===== config.mk =====
export PLATFORM = sky130hd
export DESIGN_NAME = sapc_top
export DESIGN_NICKNAME = d
export VERILOG_FILES = /design/src/sapc_pkg.sv /design/src/sapc_buf.sv /design/src/sapc_top.sv
export SDC_FILE = /design/constraint.sdc
export NUM_CORES = 1
export LEC_CHECK = 0
export BUFFER_PORTS_ARGS = -buffer_cell sky130_fd_sc_hd__buf_2
export CORE_UTILIZATION = 37
export CTS_CLUSTER_DIAMETER = 200
export CTS_CLUSTER_SIZE = 28
export DETAILED_ROUTE_END_ITERATION = 16
export PLACE_DENSITY = 0.64
export SLEW_MARGIN = 0
export SYNTH_ARGS = -nofsm -noshare
export SYNTH_HDL_FRONTEND = slang
export SYNTH_SLANG_ARGS = --single-unit

===== constraint.sdc =====
create_clock -name core_clk -period 7.65 [get_ports core_clk]
set_input_delay 0.3825 -clock core_clk [delete_from_list [all_inputs] [get_ports core_clk]]
set_output_delay 0.3825 -clock core_clk [all_outputs]
set_load 0.05 [all_outputs]

===== src/sapc_pkg.sv =====
// shared constants and types for the converter control block
package sapc_pkg;

  // result format
  localparam int RES_BITS = 12;
  localparam int LO_BITS = 8;
  localparam int HI_BITS = 4;

  // sequence timing
  localparam int CONV_TICKS = 13;
  localparam int ACQ_EXT_TICKS = 3;
  localparam int CLK_PERIOD_NS = 10;
  localparam int ACQ_INT_TIME_NS = 1000;
  localparam int ACQ_INT_CYCLES = (ACQ_INT_TIME_NS / CLK_PERIOD_NS) < 1 ? 1 : (ACQ_INT_TIME_NS / CLK_PERIOD_NS);
  localparam int INT_CLK_DIV = 20;
  localparam int CNT_W = 8;
  localparam int BUF_DEPTH = 2;

  // control byte, most significant field first
  typedef struct packed {
    logic [1:0] pd;
    logic acq_ext;
    logic [2:0] chan;
    logic bipolar;
    logic pseudo_diff;
  } sapc_cfg_t;

  localparam logic [1:0] PD_INT_CLK = 2'h2;
  localparam logic [1:0] PD_EXT_CLK = 2'h3;
  localparam logic [7:0] CFG_RST = 8'h80;
  localparam logic [11:0] RESULT_RST = 12'h000;
  localparam logic [11:0] SAR_MSB = 12'h800;
  localparam logic [7:0] BYTE_RST = 8'h00;
  localparam logic [2:0] PAIR_FLIP = 3'h1;

  typedef enum logic [4:0] {
    ST_IDLE = 5'h01,
    ST_ACQ_INT = 5'h02,
    ST_ACQ_EXT = 5'h04,
    ST_CONV = 5'h08,
    ST_DONE = 5'h10
  } sapc_state_t;

  // analog switch controls
  typedef struct packed {
    logic [2:0] pos_sel;
    logic [2:0] neg_sel;
    logic neg_to_common;
    logic track_closed;
    logic hold_to_neg;
  } sapc_mux_t;

  localparam logic [8:0] MUX_RST = 9'h000;

endpackage


===== src/sapc_buf.sv =====
// two-entry result buffer with valid/ready on both sides
module sapc_buf (
  input wire logic core_clk,
  input wire logic rst,
  input wire logic in_valid,
  output logic in_ready,
  input wire logic [sapc_pkg::RES_BITS-1:0] in_data,
  output logic out_valid,
  input wire logic out_ready,
  output logic [sapc_pkg::RES_BITS-1:0] out_data
);

  logic [sapc_pkg::RES_BITS-1:0] mem_reg [sapc_pkg::BUF_DEPTH];
  logic [sapc_pkg::RES_BITS-1:0] mem_next [sapc_pkg::BUF_DEPTH];
  logic wr_ptr_reg, wr_ptr_next, rd_ptr_reg, rd_ptr_next;
  logic [1:0] count_reg, count_next;
  logic push, pop;

  // full and empty come straight from the occupancy count
  assign in_ready = (count_reg != 2'(sapc_pkg::BUF_DEPTH));
  assign out_valid = (count_reg != 2'h0);
  assign out_data = mem_reg[rd_ptr_reg];
  assign push = in_valid & in_ready;
  assign pop = out_valid & out_ready;

  // pointer and count update
  always_comb begin
    mem_next = mem_reg;
    wr_ptr_next = wr_ptr_reg;
    rd_ptr_next = rd_ptr_reg;
    count_next = count_reg;
    if (push) begin
      mem_next[wr_ptr_reg] = in_data;
      wr_ptr_next = ~wr_ptr_reg;
    end
    if (pop) begin
      rd_ptr_next = ~rd_ptr_reg;
    end
    count_next = count_reg + 2'(push) - 2'(pop);
  end

  always_ff @(posedge core_clk or posedge rst) begin
    if (rst) begin
      for (int i = 0; i < sapc_pkg::BUF_DEPTH; i++) begin
        mem_reg[i] <= sapc_pkg::RESULT_RST;
      end
      wr_ptr_reg <= 1'b0;
      rd_ptr_reg <= 1'b0;
      count_reg <= 2'h0;
    end else begin
      mem_reg <= mem_next;
      wr_ptr_reg <= wr_ptr_next;
      rd_ptr_reg <= rd_ptr_next;
      count_reg <= count_next;
    end
  end

endmodule


===== src/sapc_top.sv =====
// control, successive approximation and byte-wide host port of the converter
//
// Functional notes
// - end-of-conversion flag goes low once a result is finished and ready.
// - with chip select low, read strobe falling edge starts driving the result.
// - internal acquisition: write rising edge latches config, starts acquire plus convert.
// - external acquisition: next write rising edge ends acquisition, starts conversion.
// - chip select high puts flag and all eight data lines in high impedance.
// - successive approximation gives a 12-bit code, read as eight plus four bits.
// - single-ended routes selected channel positive, negative to common reference.
// - pseudo-differential uses both members of a pair; only positive side sampled.
// - acquisition end opens track switch; conversion flips hold capacitor to negative.
// - high byte select high shows four MSBs on low lines, else eight LSBs.
// - each conversion lasts 13 converter clock cycles in every mode.
// - flag returns high on first read after completion or on a new config write.
// - internal acquisition lasts three clock-pin cycles, or about 1 us internally.
module sapc_top (
  input wire logic core_clk,
  input wire logic rst,
  input wire logic cs_n,
  input wire logic rd_n,
  input wire logic wr_n,
  input wire logic high_byte_select,
  input wire logic [7:0] data_bus_lines_in,
  output logic [7:0] data_bus_lines_out,
  output logic data_bus_oe_n,
  output logic eoc_n,
  output logic eoc_oe_n,
  input wire logic conv_clk_pin,
  input wire logic comp_in,
  output logic [sapc_pkg::RES_BITS-1:0] dac_code,
  output sapc_pkg::sapc_mux_t mux_ctrl,
  output logic bipolar_mode
);

  // strobe edge detect, shared by both strobes
  function automatic logic rise(input logic prev, input logic now);
    rise = ~prev & now;
  endfunction

  function automatic logic fall(input logic prev, input logic now);
    fall = prev & ~now;
  endfunction

  sapc_pkg::sapc_state_t state_reg, state_next;
  sapc_pkg::sapc_cfg_t cfg_reg, cfg_next;
  sapc_pkg::sapc_mux_t mux_reg, mux_next;
  logic ext_clk_mode_reg, ext_clk_mode_next;
  logic wr_prev_reg, rd_prev_reg, clk_pin_prev_reg;
  logic [sapc_pkg::CNT_W-1:0] div_reg, div_next;
  logic [sapc_pkg::CNT_W-1:0] acq_cnt_reg, acq_cnt_next;
  logic [3:0] tick_cnt_reg, tick_cnt_next;
  logic [sapc_pkg::RES_BITS-1:0] sar_reg, sar_next;
  logic [sapc_pkg::RES_BITS-1:0] latch_reg, latch_next;
  logic eoc_n_reg, eoc_n_next;
  logic [7:0] dout_reg, dout_next;
  logic dout_oe_n_reg, dout_oe_n_next;
  logic eoc_oe_n_reg, eoc_oe_n_next;
  logic wr_done, rd_start, int_tick, conv_tick;
  logic buf_in_valid, buf_in_ready, buf_out_valid, buf_out_ready;
  logic [sapc_pkg::RES_BITS-1:0] buf_out_data;
  logic [3:0] bit_idx;
  sapc_pkg::sapc_cfg_t wr_cfg;

  assign wr_cfg = sapc_pkg::sapc_cfg_t'(data_bus_lines_in);
  assign wr_done = ~cs_n & rise(wr_prev_reg, wr_n);
  assign rd_start = ~cs_n & fall(rd_prev_reg, rd_n);
  assign int_tick = (div_reg == sapc_pkg::CNT_W'(sapc_pkg::INT_CLK_DIV - 1));
  // the clock pin is only trusted when external clock mode is selected
  assign conv_tick = ext_clk_mode_reg ? fall(clk_pin_prev_reg, conv_clk_pin) : int_tick;
  assign bit_idx = 4'(sapc_pkg::RES_BITS) - tick_cnt_reg;

  // internal converter clock: free-running divider giving a one-cycle enable
  always_comb begin
    div_next = int_tick ? '0 : div_reg + sapc_pkg::CNT_W'(1);
  end

  // sequencer: acquisition, conversion and hand-off to the buffer
  always_comb begin
    state_next = state_reg;
    cfg_next = cfg_reg;
    ext_clk_mode_next = ext_clk_mode_reg;
    acq_cnt_next = acq_cnt_reg;
    tick_cnt_next = tick_cnt_reg;
    sar_next = sar_reg;
    mux_next = mux_reg;
    buf_in_valid = 1'b0;
    unique case (state_reg)
      sapc_pkg::ST_IDLE, sapc_pkg::ST_DONE: begin
        if (state_reg == sapc_pkg::ST_DONE) begin
          // stall here while the buffer is full; the word is lost only if a write ends the stall
          buf_in_valid = 1'b1;
          if (buf_in_ready) begin
            state_next = sapc_pkg::ST_IDLE;
          end
        end
      end
      sapc_pkg::ST_ACQ_INT: begin
        if (ext_clk_mode_reg ? conv_tick : 1'b1) begin
          acq_cnt_next = acq_cnt_reg + sapc_pkg::CNT_W'(1);
        end
        if ((ext_clk_mode_reg && conv_tick &&
             acq_cnt_reg == sapc_pkg::CNT_W'(sapc_pkg::ACQ_EXT_TICKS - 1)) ||
            (!ext_clk_mode_reg &&
             acq_cnt_reg == sapc_pkg::CNT_W'(sapc_pkg::ACQ_INT_CYCLES - 1))) begin
          state_next = sapc_pkg::ST_CONV;
          mux_next.track_closed = 1'b0;
          tick_cnt_next = '0;
        end
      end
      sapc_pkg::ST_ACQ_EXT: begin
      end
      sapc_pkg::ST_CONV: begin
        if (conv_tick) begin
          tick_cnt_next = tick_cnt_reg + 4'h1;
          if (tick_cnt_reg == 4'h0) begin
            mux_next.hold_to_neg = 1'b1;
            sar_next = sapc_pkg::SAR_MSB;
          end else begin
            // keep the trial bit when the comparator says input is above the dac
            if (!comp_in) begin
              sar_next[bit_idx] = 1'b0;
            end
            if (bit_idx != 4'h0) begin
              sar_next[bit_idx - 4'h1] = 1'b1;
            end
          end
          if (tick_cnt_reg == 4'(sapc_pkg::CONV_TICKS - 1)) begin
            state_next = sapc_pkg::ST_DONE;
          end
        end
      end
      default: begin
        state_next = sapc_pkg::ST_IDLE;
      end
    endcase
    // a write always wins: it aborts any conversion in flight
    if (wr_done) begin
      cfg_next = wr_cfg;
      if (wr_cfg.pd == sapc_pkg::PD_INT_CLK) begin
        ext_clk_mode_next = 1'b0;
      end else if (wr_cfg.pd == sapc_pkg::PD_EXT_CLK) begin
        ext_clk_mode_next = 1'b1;
      end
      mux_next.pos_sel = wr_cfg.chan;
      mux_next.neg_to_common = ~wr_cfg.pseudo_diff;
      mux_next.neg_sel = wr_cfg.chan ^ sapc_pkg::PAIR_FLIP;
      mux_next.hold_to_neg = 1'b0;
      acq_cnt_next = '0;
      tick_cnt_next = '0;
      if (wr_cfg.acq_ext) begin
        state_next = sapc_pkg::ST_ACQ_EXT;
        mux_next.track_closed = 1'b1;
      end else if (state_reg == sapc_pkg::ST_ACQ_EXT) begin
        state_next = sapc_pkg::ST_CONV;
        mux_next.track_closed = 1'b0;
        // channel address must match the first write; keep the one in use
        mux_next.pos_sel = mux_reg.pos_sel;
        mux_next.neg_sel = mux_reg.neg_sel;
        mux_next.neg_to_common = mux_reg.neg_to_common;
      end else begin
        state_next = sapc_pkg::ST_ACQ_INT;
        mux_next.track_closed = 1'b1;
      end
    end
  end

  // output latch and end-of-conversion flag
  always_comb begin
    latch_next = latch_reg;
    eoc_n_next = eoc_n_reg;
    // no new word enters the latch while a read cycle is open
    buf_out_ready = ~(~cs_n & ~rd_n);
    if (rd_start || wr_done) begin
      eoc_n_next = 1'b1;
    end
    // setting the flag beats a release in the same cycle
    if (buf_out_valid && buf_out_ready) begin
      latch_next = buf_out_data;
      eoc_n_next = 1'b0;
    end
  end

  // pin drivers: registered so every output comes from a flop
  always_comb begin
    dout_next = high_byte_select ?
      {{(8 - sapc_pkg::HI_BITS){1'b0}}, latch_reg[sapc_pkg::RES_BITS-1:sapc_pkg::LO_BITS]} :
      latch_reg[sapc_pkg::LO_BITS-1:0];
    dout_oe_n_next = cs_n | rd_n;
    eoc_oe_n_next = cs_n;
  end

  sapc_buf u_buf (
    .core_clk(core_clk),
    .rst(rst),
    .in_valid(buf_in_valid),
    .in_ready(buf_in_ready),
    .in_data(sar_reg),
    .out_valid(buf_out_valid),
    .out_ready(buf_out_ready),
    .out_data(buf_out_data)
  );

  always_ff @(posedge core_clk or posedge rst) begin
    if (rst) begin
      state_reg <= sapc_pkg::ST_IDLE;
      cfg_reg <= sapc_pkg::sapc_cfg_t'(sapc_pkg::CFG_RST);
      ext_clk_mode_reg <= 1'b0;
      mux_reg <= sapc_pkg::sapc_mux_t'(sapc_pkg::MUX_RST);
      wr_prev_reg <= 1'b1;
      rd_prev_reg <= 1'b1;
      clk_pin_prev_reg <= 1'b0;
      div_reg <= '0;
      acq_cnt_reg <= '0;
      tick_cnt_reg <= '0;
      sar_reg <= sapc_pkg::RESULT_RST;
      latch_reg <= sapc_pkg::RESULT_RST;
      eoc_n_reg <= 1'b1;
      dout_reg <= sapc_pkg::BYTE_RST;
      dout_oe_n_reg <= 1'b1;
      eoc_oe_n_reg <= 1'b1;
    end else begin
      state_reg <= state_next;
      cfg_reg <= cfg_next;
      ext_clk_mode_reg <= ext_clk_mode_next;
      mux_reg <= mux_next;
      wr_prev_reg <= wr_n;
      rd_prev_reg <= rd_n;
      clk_pin_prev_reg <= conv_clk_pin;
      div_reg <= div_next;
      acq_cnt_reg <= acq_cnt_next;
      tick_cnt_reg <= tick_cnt_next;
      sar_reg <= sar_next;
      latch_reg <= latch_next;
      eoc_n_reg <= eoc_n_next;
      dout_reg <= dout_next;
      dout_oe_n_reg <= dout_oe_n_next;
      eoc_oe_n_reg <= eoc_oe_n_next;
    end
  end

  assign data_bus_lines_out = dout_reg;
  assign data_bus_oe_n = dout_oe_n_reg;
  assign eoc_n = eoc_n_reg;
  assign eoc_oe_n = eoc_oe_n_reg;
  assign dac_code = sar_reg;
  assign mux_ctrl = mux_reg;
  assign bipolar_mode = cfg_reg.bipolar;

endmodule


# After elaboration in Yosys (flattened, before gate mapping)
# Cells that the tools add are included.
totals:
  elab_cells: 164
  regBits: 102
  inputBits: 16
classes:
  mux: 52
  addsub: 7
  n_bitwise: 23
  n_eq_ne: 19
  reduce_logical: 31
  magnitude_cmp: 7
ops:
  columns: ["cell", "n"]
  rows:
  - ["$mux W12", 10]
  - ["$mux W8", 5]
  - ["$mux W5", 6]
  - ["$bwmux W24", 1]
  - ["$mux W4", 5]
  - ["$pmux W5 S4", 1]
  - ["$reduce_bool A2 Y1", 9]
  - ["$mux W1", 17]
  - ["$add A8 B1 Y8 const B", 2]
  - ["$mux W7", 2]
  - ["$and A12 B12 Y12", 1]
  - ["$demux W12 S1", 1]
  - ["$ne A3 B3 Y1 const B", 4]
  - ["$not A12 Y12", 1]
  - ["$or A12 B12 Y12", 1]
  - ["$lt A4 B5 Y1 const B", 2]
  - ["$reduce_and A2 Y1", 5]
  - ["$not A1 Y1", 9]
  - ["$and A1 B1 Y1", 8]
  - ["$demux W1 S4", 2]
  - ["$eq A8 B2 Y1 const B", 1]
  - ["$eq A8 B5 Y1 const B", 1]
  - ["$eq A8 B7 Y1 const B", 1]
  - ["$ge A4 B1 Y1 const B", 2]
  - ["other kinds (29)", 42]

# Depth between registers and ports, before layout
# Gate-level depths: netlist of the first run.
logic_depth:
  word_depth: 14
  ltp_mapped: 9
  depth_no_buf: 9

# By module
# A second synthesis of the first run with hierarchy kept.
unflattened:
  cells_unflattened: 390
  hier_area_um2: 4784.6
by_module_without_submodules:
  columns: ["module", "seq_area_each_um2", "instances", "cells_per_inst", "area_each_um2"]
  rows:
  - ["sapc_top", 1809.2, 1, 303, 3413.3]
  - ["sapc_buf", 700.7, 1, 87, 1371.3]

# Worst setup path before layout of the first run
# No wires, ideal clock.
synth_timing:
  path_type: "flip-flop to flip-flop"
  startpoint: "register div_reg[0] in the netlist's numbering"
  endpoint: "register sar_reg, in the netlist dac_code[1]"
  setup_slack_ps: 5372
  required_ps: 7528
  stages_incl_launch_ff: 8
  arrival_time_ps: 2156
  path_cell_list: "dfrtp_1 ha_1 or4bb_1 o22a_1 nor4b_4 nand2b_2 buf_6 a32o_1"
synth_via:
  elab_chain_len: 3
synth_lines:
  columns: ["element", "line_no", "rtl"]
  rows:
  - ["from (decl)", "sapc_top.sv:50", "logic [sapc_pkg::CNT_W-1:0] div_reg, div_next;"]
  - ["from (signal assigned)", "sapc_top.sv:230", "div_reg <= div_next;"]
  - ["$eq A8 B5 Y1", "sapc_top.sv:68", "assign int_tick = (div_reg == sapc_pkg::CNT_W'(sapc_pkg::INT_CLK_DIV - 1));"]
  - ["$mux W1", "sapc_top.sv:70", "assign conv_tick = ext_clk_mode_reg ? fall(clk_pin_prev_reg, conv_clk_pin) : int_tick;"]
  - ["$reduce_and A2 Y1 (no line)", null, null]
  - ["to (signal assigned)", "sapc_top.sv:216", "sar_reg <= sapc_pkg::RESULT_RST;"]
  - ["to (signal assigned)", "sapc_top.sv:233", "sar_reg <= sar_next;"]
  - ["to (decl)", "sapc_top.sv:53", "logic [sapc_pkg::RES_BITS-1:0] sar_reg, sar_next;"]
# Every way passes these cells.
# A chain may end at the register's enable or synchronous reset.

# Worst setup path in the final report of the first run
layout_timing:
  startpoint: "register div_reg[0] in the netlist's numbering"
  endpoint: "register sar_reg, in the netlist dac_code[5]"
# The elaborated chain is that of the path after synthesis.

==> impl_metrics.json, run 1 <==
{
  "outcome": "finished, final reports clean",
  "die_height_um": 113.1,
  "holdBufCountCts": 0,
  "yosysUniqueCellTypes": 57,
  "grt_overflow": 0,
  "post_cts_buffers": 0,
  "cp-startpoint": "div_reg[0]",
  "firstDrtPassIters": 4,
  "syn_to_final_growth_pct": 14.16,
  "relSlewSlack_pct": 14.51,
  "grt_max_degree": 58,
  "synth_cells": 395,
  "fin_cells": 588,
  "finClkSkew_ns": 0.008262,
  "dp_hpwl_um": 6141,
  "cellPowerDensity_nw_per_um2": 247.1,
  "dr.first_iter.drc_count": 161,
  "antenna_cells": 0,
  "layout.nets": 461,
  "fin_hold_ws_ns": 0.08648,
  "p_leak_uw": 0.002512,
  "clk_pin_slew_worst_paths_ns": 0.07,
  "postCtsResizedCells": 0,
  "die_w_um": 113.1,
  "hold_class": "primary input to async pin",
  "portBuffers": 48,
  "setup_violations": 0,
  "setup.worst_path.end_class": "flop",
  "dp_worst_setup_slack_ns": 5.029,
  "drive_above_1_share_pct": 26.98,
  "regToRegSetupSlack_ns": 5.00,
  "period_share_pct": 34.63,
  "synth_warnings": 0,
  "final_cell_mix": "94 x dfrtp_1, 48 x buf_2, 35 x nand2_1",
  "antenna_found_initial": 0,
  "reg2reg_from": "div_reg[0]",
  "crit_fanout": 11,
  "finalHoldViolations": 0,
  "core_area_sq_um": 12010,
  "track_usage_pct": 15.11,
  "ir_worst_vdd_mv": 0.1011,
  "maxCapViolCount": 0,
  "rsz0062_at_grt": "false",
  "grt_pass1_vias": 3039,
  "viasPerCell": 5.082,
  "min_period_ns": 2.649,
  "synthAdderAreaFrac_pct": 2.464,
  "synth-seq-cells": 100,
  "worstRegToRegCells": 6,
  "synth_top_family_by_area": "simple AND/OR/NAND/NOR gates",
  "cp.required_ns": 7.89,
  "setup_ws_ns": 5.001,
  "fin_tns_setup_ns": 0,
  "die_area_sq_um": 12800,
  "ys_async_sr_fraction_pct": 100.0,
  "syn_area_per_cell_sq_um": 11.57,
  "reg2reg_to": "dac_code[5]",
  "layout_commonest_cell": "dfrtp_1",
  "place_congestion": 0.8004,
  "start_util_pct": 38.04,
  "arrival_ns": 2.89,
  "synth_edf_count": 0,
  "htree_levels": 3,
  "crit_path_end": "dac_code[5]",
  "largest_reg_flops": 24,
  "synth_compound_area_share_pct": 9.337,
  "netlist_area_sq_um": 4569,
  "fin_total_pwr_uw": 1289,
  "maxSlewViolCount": 0,
  "fmax_mhz": 377.5,
  "cts_root_buffer": "clkbuf_16",
  "dp.cells": 572,
  "clockBufferDepth": 2,
  "cts_made_buffers": 9,
  "seq_area_frac_synth_pct": 54.93,
  "routed_wl_um": 8765,
  "rows": 40,
  "ant_nets": 0,
  "ys.flop_type": "dfrtp_1",
  "syn_nets": 420,
  "grt_pass1_wl_um": 14950,
  "cp-start-kind": "flop",
  "yosys.area_share.simple_pct": 14.65,
  "drc": 0,
  "worst_pin_slew_ns": 1.280,
  "cts_sinks": 100,
  "wl_per_cell_um": 14.91,
  "clock_latency_ns": 0.36,
  "cts_tree": "built",
  "io_pins": 49,
  "route.vias.total": 2988,
  "nFillCells": 1114,
  "path_class": "flop to flop",
  "regArea_sq_um": 2510,
  "multi_input_area_sq_um": 1892,
  "synth_mux_area_share_pct": 10.93,
  "synth-xor-area-share_pct": 4.025
}
==> layout make-up <==
type	instances	share of cell area [%]
Inverter	17	1.271
Multi-Input combinational cell	257	36.27
Timing Repair Buffer	51	5.037
Clock buffer	10	4.581
Tap cell	147	3.526
Sequential cell	100	48.12
Clock inverter	6	1.199
==> worst min-delay path by stage <==
| stage | endpoint | cells past startpoint | slack (ns) |
|---|---|---|---|
| after floorplan | eoc_oe_n | 0 | 0.39 |
| after global placement | bipolar_mode | 2 | 0.45 |
| after detailed placement | div_reg[7] | 1 | 0.45 |
| after CTS | u_buf.wr_ptr_reg | 2 | 0.11 |
| after global routing | rd_prev_reg | 1 | 0.12 |
| final | u_buf.wr_ptr_reg | 2 | 0.09 |
==> Yosys cell counts, types with 2 or more instances <==
cell type | n | area [sq um]
mux2_2 | 31 | 349.1
nor3b_1 | 3 | 22.52
a21oi_1 | 5 | 25.02
mux2i_1 | 15 | 150.1
o31ai_1 | 4 | 30.03
buf_4 | 2 | 15.01
nand3_1 | 13 | 65.06
dfrtp_1 | 94 | 2352
xnor2_1 | 12 | 105.1
buf_2 | 2 | 10.01
a32o_1 | 9 | 90.09
o22ai_1 | 2 | 12.51
clkbuf_1 | 14 | 52.55
nor4_1 | 4 | 25.02
nor3_1 | 4 | 20.02
o21ai_1 | 2 | 10.01
or3_1 | 2 | 12.51
nand2_1 | 35 | 131.4
and2_1 | 6 | 37.54
o41ai_2 | 2 | 32.53
nand4_1 | 6 | 37.54
ha_1 | 9 | 112.6
o21ai_0 | 23 | 115.1
xor2_1 | 9 | 78.83
nand2b_1 | 2 | 12.51
nor2_1 | 19 | 71.32
dfstp_2 | 6 | 157.7
nor2b_1 | 11 | 68.82
a21o_1 | 2 | 15.01
a211oi_1 | 2 | 15.01
and3_1 | 2 | 12.51
inv_1 | 17 | 63.81
buf_6 | 2 | 22.52
==> critical path: stages, from the launching register on <==
cell and delay [ns]:
dfrtp_1 0.39, ha_1 0.23, or4bb_1 0.53, o22a_1 0.32, nor3_2 0.60, nand3_1 0.17
a32o_1 0.29
==> per-layer routing <==
metal / part of all wire (%) / vias up / track usage (%)
met4: 2.1 / 0 / 7.018
li1: - / 1457 / -
met3: 3.7 / 15 / 4.124
met5: 0 / - / 0
met1: 46 / 1462 / 18.19
met2: 48 / 54 / 25.19
==> cell families after synthesis <==
| logic type | after synthesis |
|---|---|
| adders and majority gates | 9 |
| DFF | 100 |
| AOI/OAI and AO/OA | 59 |
| muxes | 46 |
| buffers and inverters | 38 |
| and+or+nand+nor | 122 |
| xor gates and xnor gates | 21 |
==> per-stage QoR <==
stage	cell area [sq um]	utilization, %
final	5216	43.43
after global routing	5216	43.43
after CTS	5216	43.43
after detailed placement	4915	40.92
after global placement	4915	40.92
after floorplan	4569	-
==> where the power goes <==
part	switching (uW)	total (uW)	internal, uW
clock	212	450	239
combinational	138	222	83.7
sequential	47.4	617	569
Power figures use the tool's default switching activity.
==> run 2: changes to the inputs <==
--- a/config.mk
+++ b/config.mk
@@ -10,7 +10,7 @@
 export CTS_CLUSTER_DIAMETER = 200
 export CTS_CLUSTER_SIZE = 28
 export DETAILED_ROUTE_END_ITERATION = 16
-export PLACE_DENSITY = 0.64
+export PLACE_DENSITY = 0.66
 export SLEW_MARGIN = 0
 export SYNTH_ARGS = -nofsm -noshare
 export SYNTH_HDL_FRONTEND = slang
==> constraint.sdc (replaced) <==
create_clock -name core_clk -period 2.1 [get_ports core_clk]
set_input_delay 0.105 -clock core_clk [delete_from_list [all_inputs] [get_ports core_clk]]
set_output_delay 0.105 -clock core_clk [all_outputs]
set_load 0.05 [all_outputs]
==> impl_metrics.json, run 2 (synthesis results as in run 1) <==
{
  "arrival_ns": 2.42,
  "met2_usage_pct": 27.03,
  "largest_reg_flops": 24,
  "track_usage_pct": 16.09,
  "dp.cells": 605,
  "ant_nets": 0,
  "die_height_um": 113.1,
  "cts_tree": "built",
  "grt_overflow": 0,
  "io_pins": 49,
  "min_period_ns": 2.175,
  "finClkSkew_ns": 0.007782,
  "grt_util_met1_pct": 19.87,
  "layout.nets": 511,
  "viasPerCell": 5.045,
  "start_util_pct": 38.04,
  "finalCoreUtilization_pct": 47.82,
  "firstDrtPassIters": 4,
  "rsz0062_at_grt": "true",
  "die_w_um": 113.1,
  "grt_max_degree": 49,
  "cellPowerDensity_nw_per_um2": 846.3,
  "fin_cells": 638,
  "cts_root_buffer": "clkbuf_16",
  "setup.worst_path.end_class": "flop",
  "syn_to_final_growth_pct": 25.71,
  "antenna_cells": 0,
  "routed_wl_um": 9267,
  "cpMaxStageDelayCell": "or4bb_4",
  "worst_pin_slew_ns": 0.7454,
  "fin_total_pwr_uw": 4861,
  "finalHoldViolations": 0,
  "htree_levels": 3,
  "grt_pass1_vias": 3350,
  "cp.required_ns": 2.35,
  "nFillCells": 1072,
  "antenna_found_initial": 0,
  "dp_hpwl_um": 6546,
  "ir_worst_vdd_mv": 0.8933,
  "cpPeakStageDelay_ns": 0.47,
  "fin_hold_ws_ns": 0.01977,
  "maxCapViolCount": 0,
  "cts_made_buffers": 9,
  "clk_pin_slew_worst_paths_ns": 0.07,
  "dr.first_iter.drc_count": 156,
  "grt_pass1_wl_um": 16120,
  "rows": 40,
  "fmax_mhz": 459.8,
  "grt_busiest_layer": "met2",
  "portBuffers": 48,
  "crit_fanout": 5,
  "cts_sinks": 100,
  "outcome": "complete, but fails checks",
  "cp-start-kind": "flop",
  "use_met3_pct": 4.606,
  "violations": "setup timing",
  "relSlewSlack_pct": 50.30,
  "core_area_sq_um": 12010,
  "setup_ws_ns": -0.07508,
  "setup_violations": 11,
  "path_class": "flop to flop",
  "place_congestion": 0.8520,
  "die_area_sq_um": 12800,
  "crit_family": "simple AND/OR/NAND/NOR gates",
  "cp.buffers_inverters": 1,
  "period_share_pct": 103.6,
  "route.vias.total": 3219,
  "hold_class": "primary input to flop",
  "fin_tns_setup_ns": -0.3743,
  "drive_above_1_share_pct": 34.22,
  "drc": 0,
  "maxSlewViolCount": 0,
  "clock_latency_ns": 0.35,
  "layout_commonest_cell": "dfrtp_1",
  "clockBufferDepth": 2,
  "crit_chain": "ha_2, or4bb_4, o22a_4, nor4b_4, buf_4, and2b_2, a22o_2",
  "wl_per_cell_um": 14.53,
  "final_cell_mix": "94 x dfrtp_1, 48 x buf_2, 37 x buf_4",
  "p_leak_uw": 0.002784
}
==> run 2: area by class of cell <==
type	count	area, sq um	area share [%]
Sequential cell	100	2510	43.69
Multi-Input combinational cell	258	1993	34.70
Timing Repair Buffer	100	681.9	11.87
Clock buffer	9	225.2	3.921
Tap cell	147	183.9	3.202
Clock inverter	7	82.58	1.438
Inverter	17	67.56	1.176
==> run 2: repair_timing <==
item                                    CTS  global route
gates resized for setup                   8            12
endpoints found under the setup margin   15            19
cloned                                    1             0
buffers inserted                          4             1
endpoints found under the hold margin    36             0
pin swaps                                 1             3
hold buffers                             11             0
==> run 2: worst min-delay path: stages <==
cell and delay [ns]:
buf_2 0.12, nand2_1 0.05, o21ai_0 0.06
==> run 2: path summary, 6_finish.rpt <==
kind	start	end	slack, ns	cells past startpoint
worst min-delay path	data_bus_lines_in[5]	state_reg[2]	0.02	3
max in group asynchronous	rst	wr_prev_reg	1.06	4
worst max register to register	div_reg[0]	dac_code[3]	-0.08	7
min in group asynchronous	rst	latch_reg[10]	0.36	3
worst max-delay path	div_reg[0]	dac_code[3]	-0.08	7
worst min register to register	bipolar_mode	bipolar_mode	0.48	2
==> run 2: report_power, final <==
group / total [uW] / internal [uW] / leakage, uW / switching [uW]
Clock: 1710 / 943 / 0.000145 / 772
Sequential: 2220 / 2070 / 0.00133 / 146
Combinational: 928 / 374 / 0.00131 / 553
==> run 2: routing by layer <==
metal	share of wire [%]	wire length, um	vias to the layer above
met2	49	4550	53
met3	3.3	302	12
li1	-	-	1561
met5	0	0	-
met1	46	4262	1593
met4	1.6	151	0
==> run 2: through the flow <==
| stage | area (sq um) | worst slack [ns] |
|---|---|---|
| 2_1_floorplan | 4577 | -0.05089 |
| 3_3_place_gp | 5180 | -0.06071 |
| 3_5_place_dp | 5180 | -0.1104 |
| 4_1_cts | 5673 | -0.02622 |
| 5_1_grt | 5744 | -0.1653 |
| 6_report | 5744 | -0.07508 |
